<file path="src/rtl/rcfg_defines.svh">
// Register layout and reset values of the two-wire rate and address block
`ifndef RCFG_DEFINES_SVH
`define RCFG_DEFINES_SVH

`define RCFG_OSA_RESET 8'h00
`define RCFG_BRD_RESET 8'h00
`define RCFG_OSA_ADDR_MSB 7
`define RCFG_OSA_ADDR_LSB 1
`define RCFG_BRD_MUL_MSB 7
`define RCFG_BRD_MUL_LSB 6
`define RCFG_BRD_CODE_MSB 5
`define RCFG_BRD_CODE_LSB 0
`define RCFG_MUL_X1 2'b00
`define RCFG_MUL_X2 2'b01
`define RCFG_MUL_X4 2'b10
`define RCFG_CNT_W 16

`endif

</file>
<file path="src/rtl/rcfg_pkg.sv">
// Types shared by the two-wire rate and address block
`default_nettype none
package rcfg_pkg;
  typedef logic [15:0] rcfg_cnt_t;

  typedef struct packed {
    logic [11:0] div;
    logic [9:0] sda;
    logic [10:0] start;
    logic [10:0] stop;
  } rcfg_rate_s;

  typedef enum logic [2:0] {
    ST_IDLE = 3'b000,
    ST_START_HOLD = 3'b001,
    ST_LOW = 3'b010,
    ST_HIGH = 3'b011,
    ST_STOP_LOW = 3'b100,
    ST_STOP_HOLD = 3'b101
  } rcfg_state_e;
endpackage
`default_nettype wire

</file>
<file path="src/rtl/rcfg_top.sv">
// Two-wire bus rate, hold timing and own address configuration with bit timer
//
// Contract
// - Own 7-bit address lives in bits 7..1; used for 7-bit and 10-bit low bits.
// - Multiplier field bits 7..6: 00 x1, 01 x2, 10 x4, 11 reserved.
// - Rate code bits 5..0 selects divider and the three hold counts.
// - Serial clock rate is bus clock over multiplier times divider.
// - SDA changes after SCL falls by SDA hold times multiplier cycles.
// - Start keeps SCL high after SDA falls for start hold times multiplier.
// - Stop releases SDA after SCL rises by stop hold times multiplier.
// - Codes 00..1F map through the fixed divider and hold table.
// - Codes 20..3F continue the same table up to divider 3840.
`include "rcfg_defines.svh"
`default_nettype none
module rcfg_top
  import rcfg_pkg::*;
(
  input wire logic I_CLK,
  input wire logic I_RST_N,
  input wire logic I_OSA_WR,
  input wire logic I_BRD_WR,
  input wire logic [7:0] I_WDATA,
  output logic [7:0] O_OSA_RDATA,
  output logic [7:0] O_BRD_RDATA,
  output logic [6:0] O_OWN_ADDR,
  input wire logic I_START,
  input wire logic I_STOP,
  input wire logic I_TX_BIT,
  output logic O_BUSY,
  output logic O_BIT_DONE,
  output logic O_RX_BIT,
  input wire logic I_SCL,
  output logic O_SCL,
  output logic O_SCL_OE,
  input wire logic I_SDA,
  output logic O_SDA,
  output logic O_SDA_OE
);

  logic [7:0] osa_q;
  logic [7:0] brd_q;
  rcfg_state_e state_q;
  rcfg_cnt_t cnt_q;
  logic stop_pend_q;
  logic scl_oe_q;
  logic sda_oe_q;
  logic done_q;
  logic rx_q;
  rcfg_rate_s rate;
  rcfg_cnt_t period;
  rcfg_cnt_t low_len;
  rcfg_cnt_t high_len;
  rcfg_cnt_t sda_len;
  rcfg_cnt_t start_len;
  rcfg_cnt_t stop_len;

  function automatic rcfg_rate_s rate_lookup(input logic [5:0] code);
    rcfg_rate_s t;
    t = '{12'd20, 10'd7, 11'd6, 11'd11};
    unique case (code)
      6'h00: t = '{12'd20, 10'd7, 11'd6, 11'd11};
      6'h01: t = '{12'd22, 10'd7, 11'd7, 11'd12};
      6'h02: t = '{12'd24, 10'd8, 11'd8, 11'd13};
      6'h03: t = '{12'd26, 10'd8, 11'd9, 11'd14};
      6'h04: t = '{12'd28, 10'd9, 11'd10, 11'd15};
      6'h05: t = '{12'd30, 10'd9, 11'd11, 11'd16};
      6'h06: t = '{12'd34, 10'd10, 11'd13, 11'd18};
      6'h07: t = '{12'd40, 10'd10, 11'd16, 11'd21};
      6'h08: t = '{12'd28, 10'd7, 11'd10, 11'd15};
      6'h09: t = '{12'd32, 10'd7, 11'd12, 11'd17};
      6'h0A: t = '{12'd36, 10'd9, 11'd14, 11'd19};
      6'h0B: t = '{12'd40, 10'd9, 11'd16, 11'd21};
      6'h0C: t = '{12'd44, 10'd11, 11'd18, 11'd23};
      6'h0D: t = '{12'd48, 10'd11, 11'd20, 11'd25};
      6'h0E: t = '{12'd56, 10'd13, 11'd24, 11'd29};
      6'h0F: t = '{12'd68, 10'd13, 11'd30, 11'd35};
      6'h10: t = '{12'd48, 10'd9, 11'd18, 11'd25};
      6'h11: t = '{12'd56, 10'd9, 11'd22, 11'd29};
      6'h12: t = '{12'd64, 10'd13, 11'd26, 11'd33};
      6'h13: t = '{12'd72, 10'd13, 11'd30, 11'd37};
      6'h14: t = '{12'd80, 10'd17, 11'd34, 11'd41};
      6'h15: t = '{12'd88, 10'd17, 11'd38, 11'd45};
      6'h16: t = '{12'd104, 10'd21, 11'd46, 11'd53};
      6'h17: t = '{12'd128, 10'd21, 11'd58, 11'd65};
      6'h18: t = '{12'd80, 10'd9, 11'd38, 11'd41};
      6'h19: t = '{12'd96, 10'd9, 11'd46, 11'd49};
      6'h1A: t = '{12'd112, 10'd17, 11'd54, 11'd57};
      6'h1B: t = '{12'd128, 10'd17, 11'd62, 11'd65};
      6'h1C: t = '{12'd144, 10'd25, 11'd70, 11'd73};
      6'h1D: t = '{12'd160, 10'd25, 11'd78, 11'd81};
      6'h1E: t = '{12'd192, 10'd33, 11'd94, 11'd97};
      6'h1F: t = '{12'd240, 10'd33, 11'd118, 11'd121};
      6'h20: t = '{12'd160, 10'd17, 11'd78, 11'd81};
      6'h21: t = '{12'd192, 10'd17, 11'd94, 11'd97};
      6'h22: t = '{12'd224, 10'd33, 11'd110, 11'd113};
      6'h23: t = '{12'd256, 10'd33, 11'd126, 11'd129};
      6'h24: t = '{12'd288, 10'd49, 11'd142, 11'd145};
      6'h25: t = '{12'd320, 10'd49, 11'd158, 11'd161};
      6'h26: t = '{12'd384, 10'd65, 11'd190, 11'd193};
      6'h27: t = '{12'd480, 10'd65, 11'd238, 11'd241};
      6'h28: t = '{12'd320, 10'd33, 11'd158, 11'd161};
      6'h29: t = '{12'd384, 10'd33, 11'd190, 11'd193};
      6'h2A: t = '{12'd448, 10'd65, 11'd222, 11'd225};
      6'h2B: t = '{12'd512, 10'd65, 11'd254, 11'd257};
      6'h2C: t = '{12'd576, 10'd97, 11'd286, 11'd289};
      6'h2D: t = '{12'd640, 10'd97, 11'd318, 11'd321};
      6'h2E: t = '{12'd768, 10'd129, 11'd382, 11'd385};
      6'h2F: t = '{12'd960, 10'd129, 11'd478, 11'd481};
      6'h30: t = '{12'd640, 10'd65, 11'd318, 11'd321};
      6'h31: t = '{12'd768, 10'd65, 11'd382, 11'd385};
      6'h32: t = '{12'd896, 10'd129, 11'd446, 11'd449};
      6'h33: t = '{12'd1024, 10'd129, 11'd510, 11'd513};
      6'h34: t = '{12'd1152, 10'd193, 11'd574, 11'd577};
      6'h35: t = '{12'd1280, 10'd193, 11'd638, 11'd641};
      6'h36: t = '{12'd1536, 10'd257, 11'd766, 11'd769};
      6'h37: t = '{12'd1920, 10'd257, 11'd958, 11'd961};
      6'h38: t = '{12'd1280, 10'd129, 11'd638, 11'd641};
      6'h39: t = '{12'd1536, 10'd129, 11'd766, 11'd769};
      6'h3A: t = '{12'd1792, 10'd257, 11'd894, 11'd897};
      6'h3B: t = '{12'd2048, 10'd257, 11'd1022, 11'd1025};
      6'h3C: t = '{12'd2304, 10'd385, 11'd1150, 11'd1153};
      6'h3D: t = '{12'd2560, 10'd385, 11'd1278, 11'd1281};
      6'h3E: t = '{12'd3072, 10'd513, 11'd1534, 11'd1537};
      6'h3F: t = '{12'd3840, 10'd513, 11'd1918, 11'd1921};
    endcase
    return t;
  endfunction

  // multiplier decode; reserved code runs as x1 so counts stay bounded
  function automatic rcfg_cnt_t scale(input rcfg_cnt_t v, input logic [1:0] m);
    rcfg_cnt_t r;
    r = v;
    unique case (m)
      `RCFG_MUL_X2: r = rcfg_cnt_t'(v << 1);
      `RCFG_MUL_X4: r = rcfg_cnt_t'(v << 2);
      default: r = v;
    endcase
    return r;
  endfunction

  always_comb begin
    rate = rate_lookup(brd_q[`RCFG_BRD_CODE_MSB:`RCFG_BRD_CODE_LSB]);
    period = scale(rcfg_cnt_t'(rate.div), brd_q[`RCFG_BRD_MUL_MSB:`RCFG_BRD_MUL_LSB]);
    low_len = period >> 1;
    high_len = period - low_len;
    sda_len = scale(rcfg_cnt_t'(rate.sda), brd_q[`RCFG_BRD_MUL_MSB:`RCFG_BRD_MUL_LSB]);
    start_len = scale(rcfg_cnt_t'(rate.start), brd_q[`RCFG_BRD_MUL_MSB:`RCFG_BRD_MUL_LSB]);
    stop_len = scale(rcfg_cnt_t'(rate.stop), brd_q[`RCFG_BRD_MUL_MSB:`RCFG_BRD_MUL_LSB]);
  end

  // own address, bit 0 reads zero
  always_ff @(posedge I_CLK or negedge I_RST_N) begin
    if (!I_RST_N) begin
      osa_q <= `RCFG_OSA_RESET;
    end else if (I_OSA_WR) begin
      osa_q <= {I_WDATA[`RCFG_OSA_ADDR_MSB:`RCFG_OSA_ADDR_LSB], 1'b0};
    end
  end

  // Rate changes mid-frame take effect at once, in the compares of the current phase
  always_ff @(posedge I_CLK or negedge I_RST_N) begin
    if (!I_RST_N) begin
      brd_q <= `RCFG_BRD_RESET;
    end else if (I_BRD_WR) begin
      brd_q <= I_WDATA;
    end
  end

  // Stop request waits for the current bit to finish; a new request wins over the clear
  always_ff @(posedge I_CLK or negedge I_RST_N) begin
    if (!I_RST_N) begin
      stop_pend_q <= 1'b0;
    end else if (I_STOP && state_q inside {ST_START_HOLD, ST_LOW, ST_HIGH}) begin
      stop_pend_q <= 1'b1;
    end else if (state_q == ST_HIGH && cnt_q + 16'h0001 >= high_len) begin
      stop_pend_q <= 1'b0;
    end else if (state_q == ST_STOP_LOW) begin
      // A request taken in the last high cycle must not leak into the next frame
      stop_pend_q <= 1'b0;
    end
  end

  always_ff @(posedge I_CLK or negedge I_RST_N) begin
    if (!I_RST_N) begin
      state_q <= ST_IDLE;
      cnt_q <= 16'h0000;
      scl_oe_q <= 1'b0;
      sda_oe_q <= 1'b0;
      done_q <= 1'b0;
      rx_q <= 1'b0;
    end else begin
      done_q <= 1'b0;
      cnt_q <= cnt_q + 16'h0001;
      unique case (state_q)
        ST_IDLE: begin
          cnt_q <= 16'h0000;
          if (I_START) begin
            sda_oe_q <= 1'b1;
            state_q <= ST_START_HOLD;
          end
        end
        // SCL held high after SDA falls
        ST_START_HOLD: begin
          if (cnt_q + 16'h0001 >= start_len) begin
            scl_oe_q <= 1'b1;
            cnt_q <= 16'h0000;
            state_q <= ST_LOW;
          end
        end
        ST_LOW: begin
          if (cnt_q + 16'h0001 == sda_len) begin
            sda_oe_q <= ~I_TX_BIT;
          end
          if (cnt_q + 16'h0001 >= low_len) begin
            scl_oe_q <= 1'b0;
            cnt_q <= 16'h0000;
            state_q <= ST_HIGH;
          end
        end
        // bit period is multiplier times divider
        ST_HIGH: begin
          if (cnt_q + 16'h0001 >= high_len) begin
            scl_oe_q <= 1'b1;
            cnt_q <= 16'h0000;
            done_q <= 1'b1;
            rx_q <= I_SDA;
            state_q <= (stop_pend_q || I_STOP) ? ST_STOP_LOW : ST_LOW;
          end
        end
        ST_STOP_LOW: begin
          if (cnt_q + 16'h0001 == sda_len) begin
            sda_oe_q <= 1'b1;
          end
          if (cnt_q + 16'h0001 >= low_len) begin
            scl_oe_q <= 1'b0;
            cnt_q <= 16'h0000;
            state_q <= ST_STOP_HOLD;
          end
        end
        ST_STOP_HOLD: begin
          if (cnt_q + 16'h0001 >= stop_len) begin
            sda_oe_q <= 1'b0;
            cnt_q <= 16'h0000;
            state_q <= ST_IDLE;
          end
        end
        default: begin
          state_q <= ST_IDLE;
          scl_oe_q <= 1'b0;
          sda_oe_q <= 1'b0;
        end
      endcase
    end
  end

  assign O_OSA_RDATA = osa_q;
  assign O_BRD_RDATA = brd_q;
  assign O_OWN_ADDR = osa_q[`RCFG_OSA_ADDR_MSB:`RCFG_OSA_ADDR_LSB];
  assign O_BUSY = (state_q != ST_IDLE);
  assign O_BIT_DONE = done_q;
  assign O_RX_BIT = rx_q;
  // Open drain: only ever pull low
  assign O_SCL = 1'b0;
  assign O_SCL_OE = scl_oe_q;
  assign O_SDA = 1'b0;
  assign O_SDA_OE = sda_oe_q;

endmodule
`default_nettype wire

</file>
<file path="config.mk">
export PLATFORM = sky130hd
export DESIGN_NAME = rcfg_top
export DESIGN_NICKNAME = d
export VERILOG_FILES = /design/src/rtl/rcfg_pkg.sv /design/src/rtl/rcfg_top.sv
export VERILOG_INCLUDE_DIRS = /design/src /design/src/rtl
export SDC_FILE = /design/constraint.sdc
export NUM_CORES = 1
export LEC_CHECK = 0
export BUFFER_PORTS_ARGS = -buffer_cell sky130_fd_sc_hd__buf_4
export CAP_MARGIN = 20
export CORE_MARGIN = 1.5
export CORE_UTILIZATION = 34
export DETAILED_ROUTE_END_ITERATION = 16
export PLACE_DENSITY = 0.64
export SETUP_SLACK_MARGIN = 0.5
export SLEW_MARGIN = 0
export SYNTH_ARGS = -nofsm -noshare
export SYNTH_HDL_FRONTEND = slang
export SYNTH_SLANG_ARGS = --single-unit
</file>
<file path="constraint.sdc">
create_clock -name I_CLK -period 5.94 [get_ports I_CLK]
set_input_delay 1.782 -clock I_CLK [delete_from_list [all_inputs] [get_ports I_CLK]]
set_output_delay 1.782 -clock I_CLK [all_outputs]
set_load 0.05 [all_outputs]
</file>
**Yosys cells after proc, flatten, opt, wreduce, memory -nomap -nowiden**

Memory sizes are Yosys's and may differ from the RTL's.
Cells that the tools add are included.

- Register bits after elaboration: 39
- Memory bits (read-only): 2,752
- Bits of input ports: 17
- Output and inout port bits: 30
- Logic and storage cells: 81
- Memories: 1

Memory list:

| memory | depth | width | read ports | clocked after Yosys merged registers in | write ports | line | source |
|---|---|---|---|---|---|---|---|
| (name not given) | 64 | 43 | 1 | 0 | 0 | rcfg_top.sv:60 | `unique case (code)` |

- Add/sub/neg operators: 2
- Order comparisons: 4
- Equal/unequal tests: 17
- Multiplexer cells: 31
- Bitwise logic cells: 3
- Reduce and logical (&&, ||, !) cells: 14

Operator list:

| cell | count |
|---|---|
| 16-bit one-hot mux with 5 select lines | 1 |
| 16-bit two-way mux | 4 |
| 13-bit one-hot mux with 2 select lines | 2 |
| 16-bit by 13-bit greater-or-equal comparator with 1-bit output | 3 |
| 14-bit one-hot mux with 2 select lines | 1 |
| 12-bit one-hot mux with 2 select lines | 1 |
| 3-bit two-way mux | 7 |
| 3-bit one-hot mux with 6 select lines | 1 |
| 16-bit by 1-bit adder with 16-bit output, second input constant | 1 |
| 16-bit by 12-bit equality test with 1-bit output | 1 |
| 16-bit greater-or-equal comparator | 1 |
| 14-bit by 13-bit subtractor with 15-bit output | 1 |
| 2-bit by 1-bit != test with 1-bit output, second input constant | 7 |
| 1-bit two-way mux | 12 |
| 3-bit nonzero test | 3 |
| 3-bit by 2-bit equality test with 1-bit output, second input constant | 2 |
| 3-bit equality test, second input constant | 2 |
| 6-bit AND reduction | 1 |
| 2-bit OR reduction | 3 |
| 1-bit one-hot mux with 5 select lines | 1 |
| 5-bit AND reduction | 1 |
| 2-bit != test, second input constant | 2 |
| 1-bit one-hot mux with 4 select lines | 1 |
| 4-bit AND reduction | 1 |
| 8 further kinds | 11 |

**Depth between registers and ports, before layout**

Gate-level depths: netlist (run 1).

- Word-level depth: 7
- Mapped depth: 32
- Mapped depth without buffers: 29

**Worst setup path before layout (run 1)**

No wires, ideal clock.

- Path type: flip-flop to flip-flop
- Start: register brd_q[1], in the netlist O_BRD_RDATA[1]
- End: register cnt_q[2]
- Setup time: 129 ps
- Arrival time: 5,894 ps
- Data required time: 5,811 ps
- Path slack: -83 ps
- Stages on the path, launching flop included: 30
- Period minus slack after synthesis: 6,023 ps
- Path through: dfrtp_1 inv_1 ha_1 clkbuf_1 mux2i_1 a21oi_1 nand2b_1 a21oi_1 a22oi_1 o21ai_0 inv_1 ha_1 or2_2 a21oi_1 a21oi_1 a31oi_1 o21ai_1 a21oi_1 nand2_1 ha_1 nand4_1 nor2_1 o2111ai_1 o21ai_0 nor4b_2 or2_1 buf_2 nor3_4 buf_6 nor2_2

- Word-level cells in the longest chain between the ends: 6
- Elaborated cells on any way between the ends: 14

Ends and longest elaborated chain:

| element | line | source |
|---|---|---|
| from (decl) | rcfg_top.sv:41 | `logic [7:0] brd_q;` |
| from (signal assigned) | rcfg_top.sv:163 | `` brd_q <= `RCFG_BRD_RESET; `` |
| memory 64 x 43 bit (*) | -- |  |
| 14-bit one-hot mux with 2 select lines | rcfg_top.sv:133 | `unique case (m)` |
| 14-bit by 13-bit subtractor with 15-bit output | rcfg_top.sv:145 | `high_len = period - low_len;` |
| 16-bit greater-or-equal comparator | rcfg_top.sv:222 | `if (cnt_q + 16'h0001 >= high_len) begin` |
| 16-bit two-way mux | rcfg_top.sv:222 |  |
| 16-bit one-hot mux with 5 select lines (*) | rcfg_top.sv:194 | `unique case (state_q)` |
| to (signal assigned) | rcfg_top.sv:193 | `cnt_q <= cnt_q + 16'h0001;` |
| to (decl) | rcfg_top.sv:43 | `rcfg_cnt_t cnt_q;` |

Every way passes the cells marked *; elsewhere a longest branch is shown, timed or not.
A chain may end at the register's enable or synchronous reset.

**Worst setup path in the final report (run 1)**

- Start: register brd_q[1], in the netlist O_BRD_RDATA[1]
- End: register cnt_q[9]

Same word-level chain as after synthesis.

==> reports/metrics.cfg, run 1 <==
[cells_and_area]
drive_gt1_share_pct = 25.96
num_antenna_cells = 0
final_cell_area_um2 = 6741
utilization_pct = 42.29
area_growth_pct = 21.24
nets = 841
instances_no_fill = 971

[sta]
hold_viol = 0
relSlewSlack_pct = 58.11
rsz0062_at_grt = yes
tightest_slew_ns = 0.6270
finalSetupTns_ns = 0
period_needed_ns = 5.481
setup_viol = 0
max_clock_freq_ghz = 0.1825
drv_slew = 0
timing.final.crit_share_pct = 92.27
final.setup_skew_ns = 0.004731

[run]
max_cap_violations = 0

[yosys]
syn-cell-area_um2 = 5560
ys_top_cells_by_area = dfrtp_1, ha_1, o21ai_0
ys_warn_count = 0
synth_area_per_cell_um2 = 7.799
synth_ff_type = dfrtp_1
synth_cell_types = 87
synth_top_cell_by_area = dfrtp_1
ys_ff_latch = 39
async_flop_share_pct = 100.0
synth_seq_area_share_pct = 17.55
synth_edf_count = 0
synth_top_area_share_pct = 17.55
syn_inst = 713

[global_route]
grt_start_max_net_pins = 40
antenna_found_initial = 0
grt_pass1_wl_um = 25400
grt_usage_pct = 18.67
grt_pass1_vias = 5004
overflow = 0

[floorplanning]
die_h_um = 130.9
rows = 46
start_util_pct = 34.88
core_um2 = 15940
fp.dieArea_um2 = 17130
io-pin-count = 47
die_x_um = 130.9

[setup_path]
required_ns = 6.11
crit_path_max_incr_delay_ns = 0.47
cp-end-kind = flip-flop
arrival_ns = 5.65
startpoint_type = flip-flop
reg2reg_to = cnt_q[9]
reg2regPathDepth = 28
r2r_start = O_BRD_RDATA[1]
path_max_fanout = 7
critPathSlowestCell = dfrtp_4
critPathKind = reg2reg
r2r_setup_slack_ns = 0.46

[routing]
viasPerCell = 5.614
drtPass1Iterations = 6
drt_iter0_markers = 350
vias = 5451
route.detailed.drc = 0
postRouteAntennaNets = 0
wire_per_inst_um = 16.20
routed_wl_um = 15730

[clock_tree]
cts_tree = yes
cts_max_path_buffers = 2
numCtsBuffers = 5
h-tree-depth = 2
cts_root_buf = clkbuf_16
cts.sinks = 39
insertion_delay_ns = 0.29
clkTransAtPathRegs_ns = 0.06

[placed_design]
gp_congestion = 0.9492
port_buffers = 42
place_area_um2 = 6092
hpwl_um = 11840
dp.cells = 950

[run_status]
outcome = finished clean

[pwr]
seqPwrFrac_pct = 16.8
pwr-share-comb_pct = 70.4
power_uw = 2253
ir_worst_vdd_mv = 0.1758
p_leak_uw = 0.002979
p_sw_share_pct = 47.83
intPower_uw = 1175
switchingPower_uw = 1077
p_clk_share_pct = 12.9
p_per_area_nw_per_um2 = 334.2

[worst_hold_path]
hold-path-endpoint = O_RX_BIT
min_delay_path_depth = 1
worstHoldPathType = reg2reg
min_from = O_RX_BIT

[power groups by stage]
stage          Sequential, uW  Combinational, uW  Clock (uW)
6_report                  378               1590         290
5_1_grt                   388               1740         307
4_1_cts                   377               1450         296
3_5_place_dp              382               1350           0
3_3_place_gp              382               1340           0
2_1_floorplan             406               1020           0
[flip-flops by register name, summed over array words and instances, names as in the netlist]
register / count
O_SDA_OE: 1
stop_pend_q: 1
state_q: 3
O_RX_BIT: 1
O_BIT_DONE: 1
cnt_q: 16
O_OSA_RDATA: 7
O_BRD_RDATA: 8
O_SCL_OE: 1
[layout make-up]
type | instances | area, um2
clock buffers | 7 | 152.6
clock inverters | 1 | 7.507
fillers | 1638 | 9201
inverters | 37 | 143.9
multi-input cells | 586 | 4499
flip-flops and latches | 39 | 980.9
well taps | 216 | 270.3
repair buffers | 85 | 686.9
[kinds of logic after synthesis]
| group | Yosys count | share of synthesized area, % |
|---|---|---|
| and+or+nand+nor | 241 | 22.52 |
| xor gates and xnor gates | 34 | 5.355 |
| adders and majority gates | 71 | 15.93 |
| AOI/OAI and AO/OA | 219 | 27.00 |
| buffers and inverters | 90 | 8.033 |
| DFF | 39 | 17.55 |
| other | 1 | 0.06744 |
| muxes | 18 | 3.533 |
[cell usage in the layout, fill, tap and decap left out, types with 5 or more instances in the layout]
cell,Yosys,layout
and3_1,5,5
xnor2_1,22,22
o22ai_1,7,5
mux2_2,13,11
a22oi_1,7,7
nand3_1,12,12
a221o_1,11,11
nand2b_1,13,11
xor2_1,12,12
dfrtp_1,39,37
o211ai_1,5,5
buf_4,12,79
nand4_1,8,8
a21oi_2,1,9
o21a_1,6,6
and2_1,6,6
nand2_1,71,70
ha_4,0,8
a21oi_1,44,33
o21ai_1,2,6
nor3_1,15,14
nor2_2,13,16
clkbuf_16,0,6
o21ai_0,58,50
ha_1,70,57
nor2b_1,7,7
or3_1,5,5
nor2_1,53,47
a22o_1,6,6
ha_2,0,5
a21o_1,10,10
inv_1,36,33
a31oi_1,11,7
[worst max-delay path: cells and delay by family (launching register included)]
kind	cells	cell delay, ns
buffers and inverters	4	0.48
DFF	1	0.47
AOI/OAI and AO/OA	12	2.25
adders and majority gates	3	0.66
xor gates and xnor gates	1	0.15
and+or+nand+nor	7	1.04
muxes	1	0.29
[worst max-delay path by stage]
stage                   startpoint        end  slack (ns)  cells past startpoint
finish              O_BRD_RDATA[1]   cnt_q[9]        0.46                     28
CTS                 O_BRD_RDATA[1]   cnt_q[4]        0.51                     28
detailed placement  O_BRD_RDATA[1]  cnt_q[12]        0.16                     29
global placement    O_BRD_RDATA[1]   cnt_q[4]        0.19                     27
global route        O_BRD_RDATA[1]   cnt_q[6]        0.25                     28
floorplan           O_BRD_RDATA[0]   cnt_q[2]        0.52                     29
[Yosys cell counts, types with 3 or more instances]
cell       number
o311a_1         3
nand2_1        71
clkbuf_1       23
or2_2           4
a2111oi_0       4
a22o_1          6
o211ai_1        5
nand4_1         8
a221o_1        11
nand2b_1       13
and2_1          6
mux2i_1         5
nor2_1         53
o31ai_1         4
inv_1          36
a31oi_1        11
and3_1          5
mux2_2         13
a22oi_1         7
a21o_1         10
a21oi_1        44
nor2b_1         7
buf_4          12
o31a_1          4
nor3b_1         3
o22ai_1         7
nand3_1        12
nor3_1         15
o21ai_0        58
xnor2_1        22
buf_2           9
o2111ai_1       3
a211oi_1        5
nor2_2         13
o21a_1          6
dfrtp_1        39
ha_1           70
xor2_1         12
buf_6           7
or3_1           5
[metrics by stage]
stage / setup slack, ns / hold slack [ns]
after global routing: 0.2520 / 0.5431
after global placement: 0.1924 / 0.4929
after detailed placement: 0.1614 / 0.4966
after floorplan: 0.5202 / 0.4997
final: 0.4594 / 0.5064
after CTS: 0.5091 / 0.5105
[layer usage]
metal  up-vias  routed length (um)  track usage [%]
met5         -                   0                0
met4         0                 300            4.266
met3        28                 748            2.158
met2       180                7343            31.15
met1      2567                7337            25.86
li1       2676                   -                -
[repair_timing]
item / CTS / global route
gates resized for setup: 28 / 53
endpoints found under the setup margin: 21 / 23
pin swaps: 9 / 29
gates cloned: 1 / 0
hold buffers: 0 / 0
setup buffers: 1 / 11
Note: power is estimated with default switching activity, not from simulation.
==> run 2, diff against run 1 <==
--- a/config.mk
+++ b/config.mk
@@ -12,6 +12,7 @@
 export CORE_UTILIZATION = 34
 export DETAILED_ROUTE_END_ITERATION = 16
 export PLACE_DENSITY = 0.64
+export REMOVE_ABC_BUFFERS = 1
 export SETUP_SLACK_MARGIN = 0.5
 export SLEW_MARGIN = 0
 export SYNTH_ARGS = -nofsm -noshare
==> reports/metrics.cfg, run 2 (synthesis gave the netlist of run 1 again) <==
[clock_tree]
insertion_delay_ns = 0.29  ; about the same
cts_tree = yes
numCtsBuffers = 5  ; unchanged
cts_root_buf = clkbuf_16
cts.sinks = 39  ; unchanged
cts_max_path_buffers = 2  ; unchanged
cts_hold_buf = 0  ; unchanged
clkTransAtPathRegs_ns = 0.06  ; about the same
h-tree-depth = 2  ; unchanged

[global_route]
met3_usage_pct = 2.647  ; +0.49 points
antenna_found_initial = 0  ; unchanged
grt_pass1_wl_um = 24510  ; -3.5%
busiest_layer = met2
grt_pass1_vias = 4797  ; -4.1%
overflow = 0  ; unchanged
grt_start_max_net_pins = 51  ; +28%
grt_util_met2_pct = 29.60  ; -1.5 points
grtUsageMet1_pct = 24.95  ; -0.91 points
grt_usage_pct = 17.97  ; -0.71 points

[cells_and_area]
top_register = cnt_q
num_antenna_cells = 0  ; unchanged
final_common_cell = buf_4
final_cell_area_um2 = 6649  ; -1.4%
instances_no_fill = 970  ; -0.10%
mostFrequentLayoutCells = buf_4, nand2_1, ha_1, o21ai_0, nor2_1
area_growth_pct = 19.58
fillCellCount = 1631  ; -0.43%
largest_reg_flops = 16  ; unchanged
drive_gt1_share_pct = 24.01  ; -2.0 points
nets = 840  ; -0.12%

[worst_hold_path]
min_from = O_RX_BIT
min_delay_path_depth = 1  ; unchanged
hold-path-endpoint = O_RX_BIT
worstHoldPathType = reg2reg

[floorplanning]
io-pin-count = 47  ; unchanged
die_h_um = 130.9  ; unchanged
fp.dieArea_um2 = 17130  ; unchanged
core_um2 = 15940  ; unchanged
start_util_pct = 34.88  ; unchanged
rows = 46  ; unchanged
die_x_um = 130.9  ; unchanged

[routing]
vias = 5402  ; -0.90%
viasPerCell = 5.569  ; -0.80%
postRouteAntennaNets = 0  ; unchanged
route.detailed.drc = 0  ; unchanged
wire_per_inst_um = 15.91  ; -1.8%
routed_wl_um = 15430  ; -1.9%
drt_iter0_markers = 504  ; +44%
drtPass1Iterations = 5  ; -1

[sta]
setup_viol = 0  ; unchanged
max_clock_freq_ghz = 0.1906  ; +4.5%
hold_viol = 0  ; unchanged
timing.final.crit_share_pct = 88.32  ; -3.9 points
rsz0062_at_grt = yes
final.setup_skew_ns = 0.005560  ; +0.0008289 ns
post-route-worst-setup-slack_ns = 0.6940  ; +0.2346 ns
relSlewSlack_pct = 61.92  ; +3.8 points
drv_slew = 0  ; unchanged
finalSetupTns_ns = 0  ; unchanged
tightest_slew_ns = 0.5700  ; -0.05704 ns
period_needed_ns = 5.246  ; -0.2346 ns

[setup_path]
r2r_setup_slack_ns = 0.69  ; +0.23 ns
r2r_start = O_BRD_RDATA[1]
cp-end-kind = flip-flop
reg2regPathDepth = 27  ; -3.6%
reg2reg_to = O_RX_BIT
path_max_fanout = 6  ; -1
critPathSlowestCell = or3b_2
required_ns = 6.12  ; about the same
crit_path_max_incr_delay_ns = 0.52  ; +0.05 ns
critPathKind = reg2reg
startpoint_type = flip-flop
arrival_ns = 5.42  ; -0.23 ns
path_common_cell = buf_4

[pwr]
p_sw_share_pct = 47.11  ; -0.72 points
ir_worst_vdd_mv = 0.1696  ; -3.5%
p_per_area_nw_per_um2 = 341.4  ; +2.2%
seqPwrFrac_pct = 16.6  ; -0.2 points
pwr-share-comb_pct = 69.7  ; -0.7 points
intPower_uw = 1201  ; +2.1%
p_clk_share_pct = 13.7  ; +0.8 points
p_leak_uw = 0.002970  ; -0.30%
switchingPower_uw = 1069  ; -0.75%

[placed_design]
port_buffers = 42  ; unchanged
dp_slack_ns = 0.1373  ; -0.02408 ns
hpwl_um = 11560  ; -2.3%
dp.cells = 951  ; +0.11%
gp_congestion = 0.8914  ; -6.1%
place_area_um2 = 6103  ; +0.18%

[run]
max_cap_violations = 0  ; unchanged

[run_status]
outcome = finished clean

==> run 2: cell count changes in the layout (fill, tap and decap cells not counted), moves of 2 or more <==
cell | before | now
ha_1 | 57 | 59
buf_4 | 79 | 77
clkbuf_8 | 2 | 0
a21oi_4 | 3 | 0
a21oi_1 | 33 | 37
dfrtp_1 | 37 | 39
==> run 2: worst max path at each step <==
stage | start | to | slack [ns] | cells past startpoint
4_1_cts | O_BRD_RDATA[1] | cnt_q[4] | 0.51 | 28
3_3_place_gp | O_BRD_RDATA[1] | cnt_q[4] | 0.18 | 27
5_1_grt | O_BRD_RDATA[1] | O_RX_BIT | 0.39 | 26
2_1_floorplan | O_BRD_RDATA[1] | cnt_q[12] | -0.31 | 26
3_5_place_dp | O_BRD_RDATA[1] | cnt_q[4] | 0.14 | 29
6_report | O_BRD_RDATA[1] | O_RX_BIT | 0.69 | 27
==> run 2: power by group through the flow <==
stage	logic (uW)	clock network [uW]	registers (uW)
after detailed placement	1340	0	381
after floorplan	906	0	453
final	1580	311	378
after global placement	1330	0	381
after CTS	1450	317	376
after global routing	1730	330	387
==> run 2: routing by layer <==
metal | vias to the layer above | share of wire [%]
li1 | 2682 | -
met1 | 2510 | 47
met2 | 192 | 46
met3 | 18 | 4.9
met4 | 0 | 1.5
met5 | - | 0
==> run 2: area by class of cell <==
type | count | area (um2) | share of cell area, %
multi-input cells | 586 | 4402 | 66.20
flip-flops and latches | 39 | 975.9 | 14.68
repair buffers | 84 | 690.7 | 10.39
well taps | 216 | 270.3 | 4.065
inverters | 37 | 141.4 | 2.126
clock buffers | 5 | 125.1 | 1.882
clock inverters | 3 | 43.79 | 0.6586
==> run 2: metrics by stage <==
stage	power (uW)	hold slack, ns	util [%]
global placement	1715	0.4934	38.28
detailed placement	1724	0.5006	38.28
global route	2447	0.5466	41.70
floorplan	1359	0.4997	-
finish	2270	0.5109	41.70
CTS	2147	0.5149	40.00
==> run 2: timing repair <==
item | 4_1_cts | 5_1_grt
pin swaps | 5 | 20
resized for setup | 14 | 51
gates cloned | 1 | 0
setup buffers | 4 | 6
setup endpoints to repair | 20 | 23
==> run 2: worst max-delay path, delay by kind of cell (launching register included) <==
family,cells,cell delay (ns)
flip-flops,1,0.37
adder cells (fa/ha/maj),3,0.66
XOR/XNOR,1,0.17
buffers and inverters,6,0.71
AO/OA/AOI/OAI,9,1.66
multiplexers,1,0.33
AND/OR/NAND/NOR,7,1.23
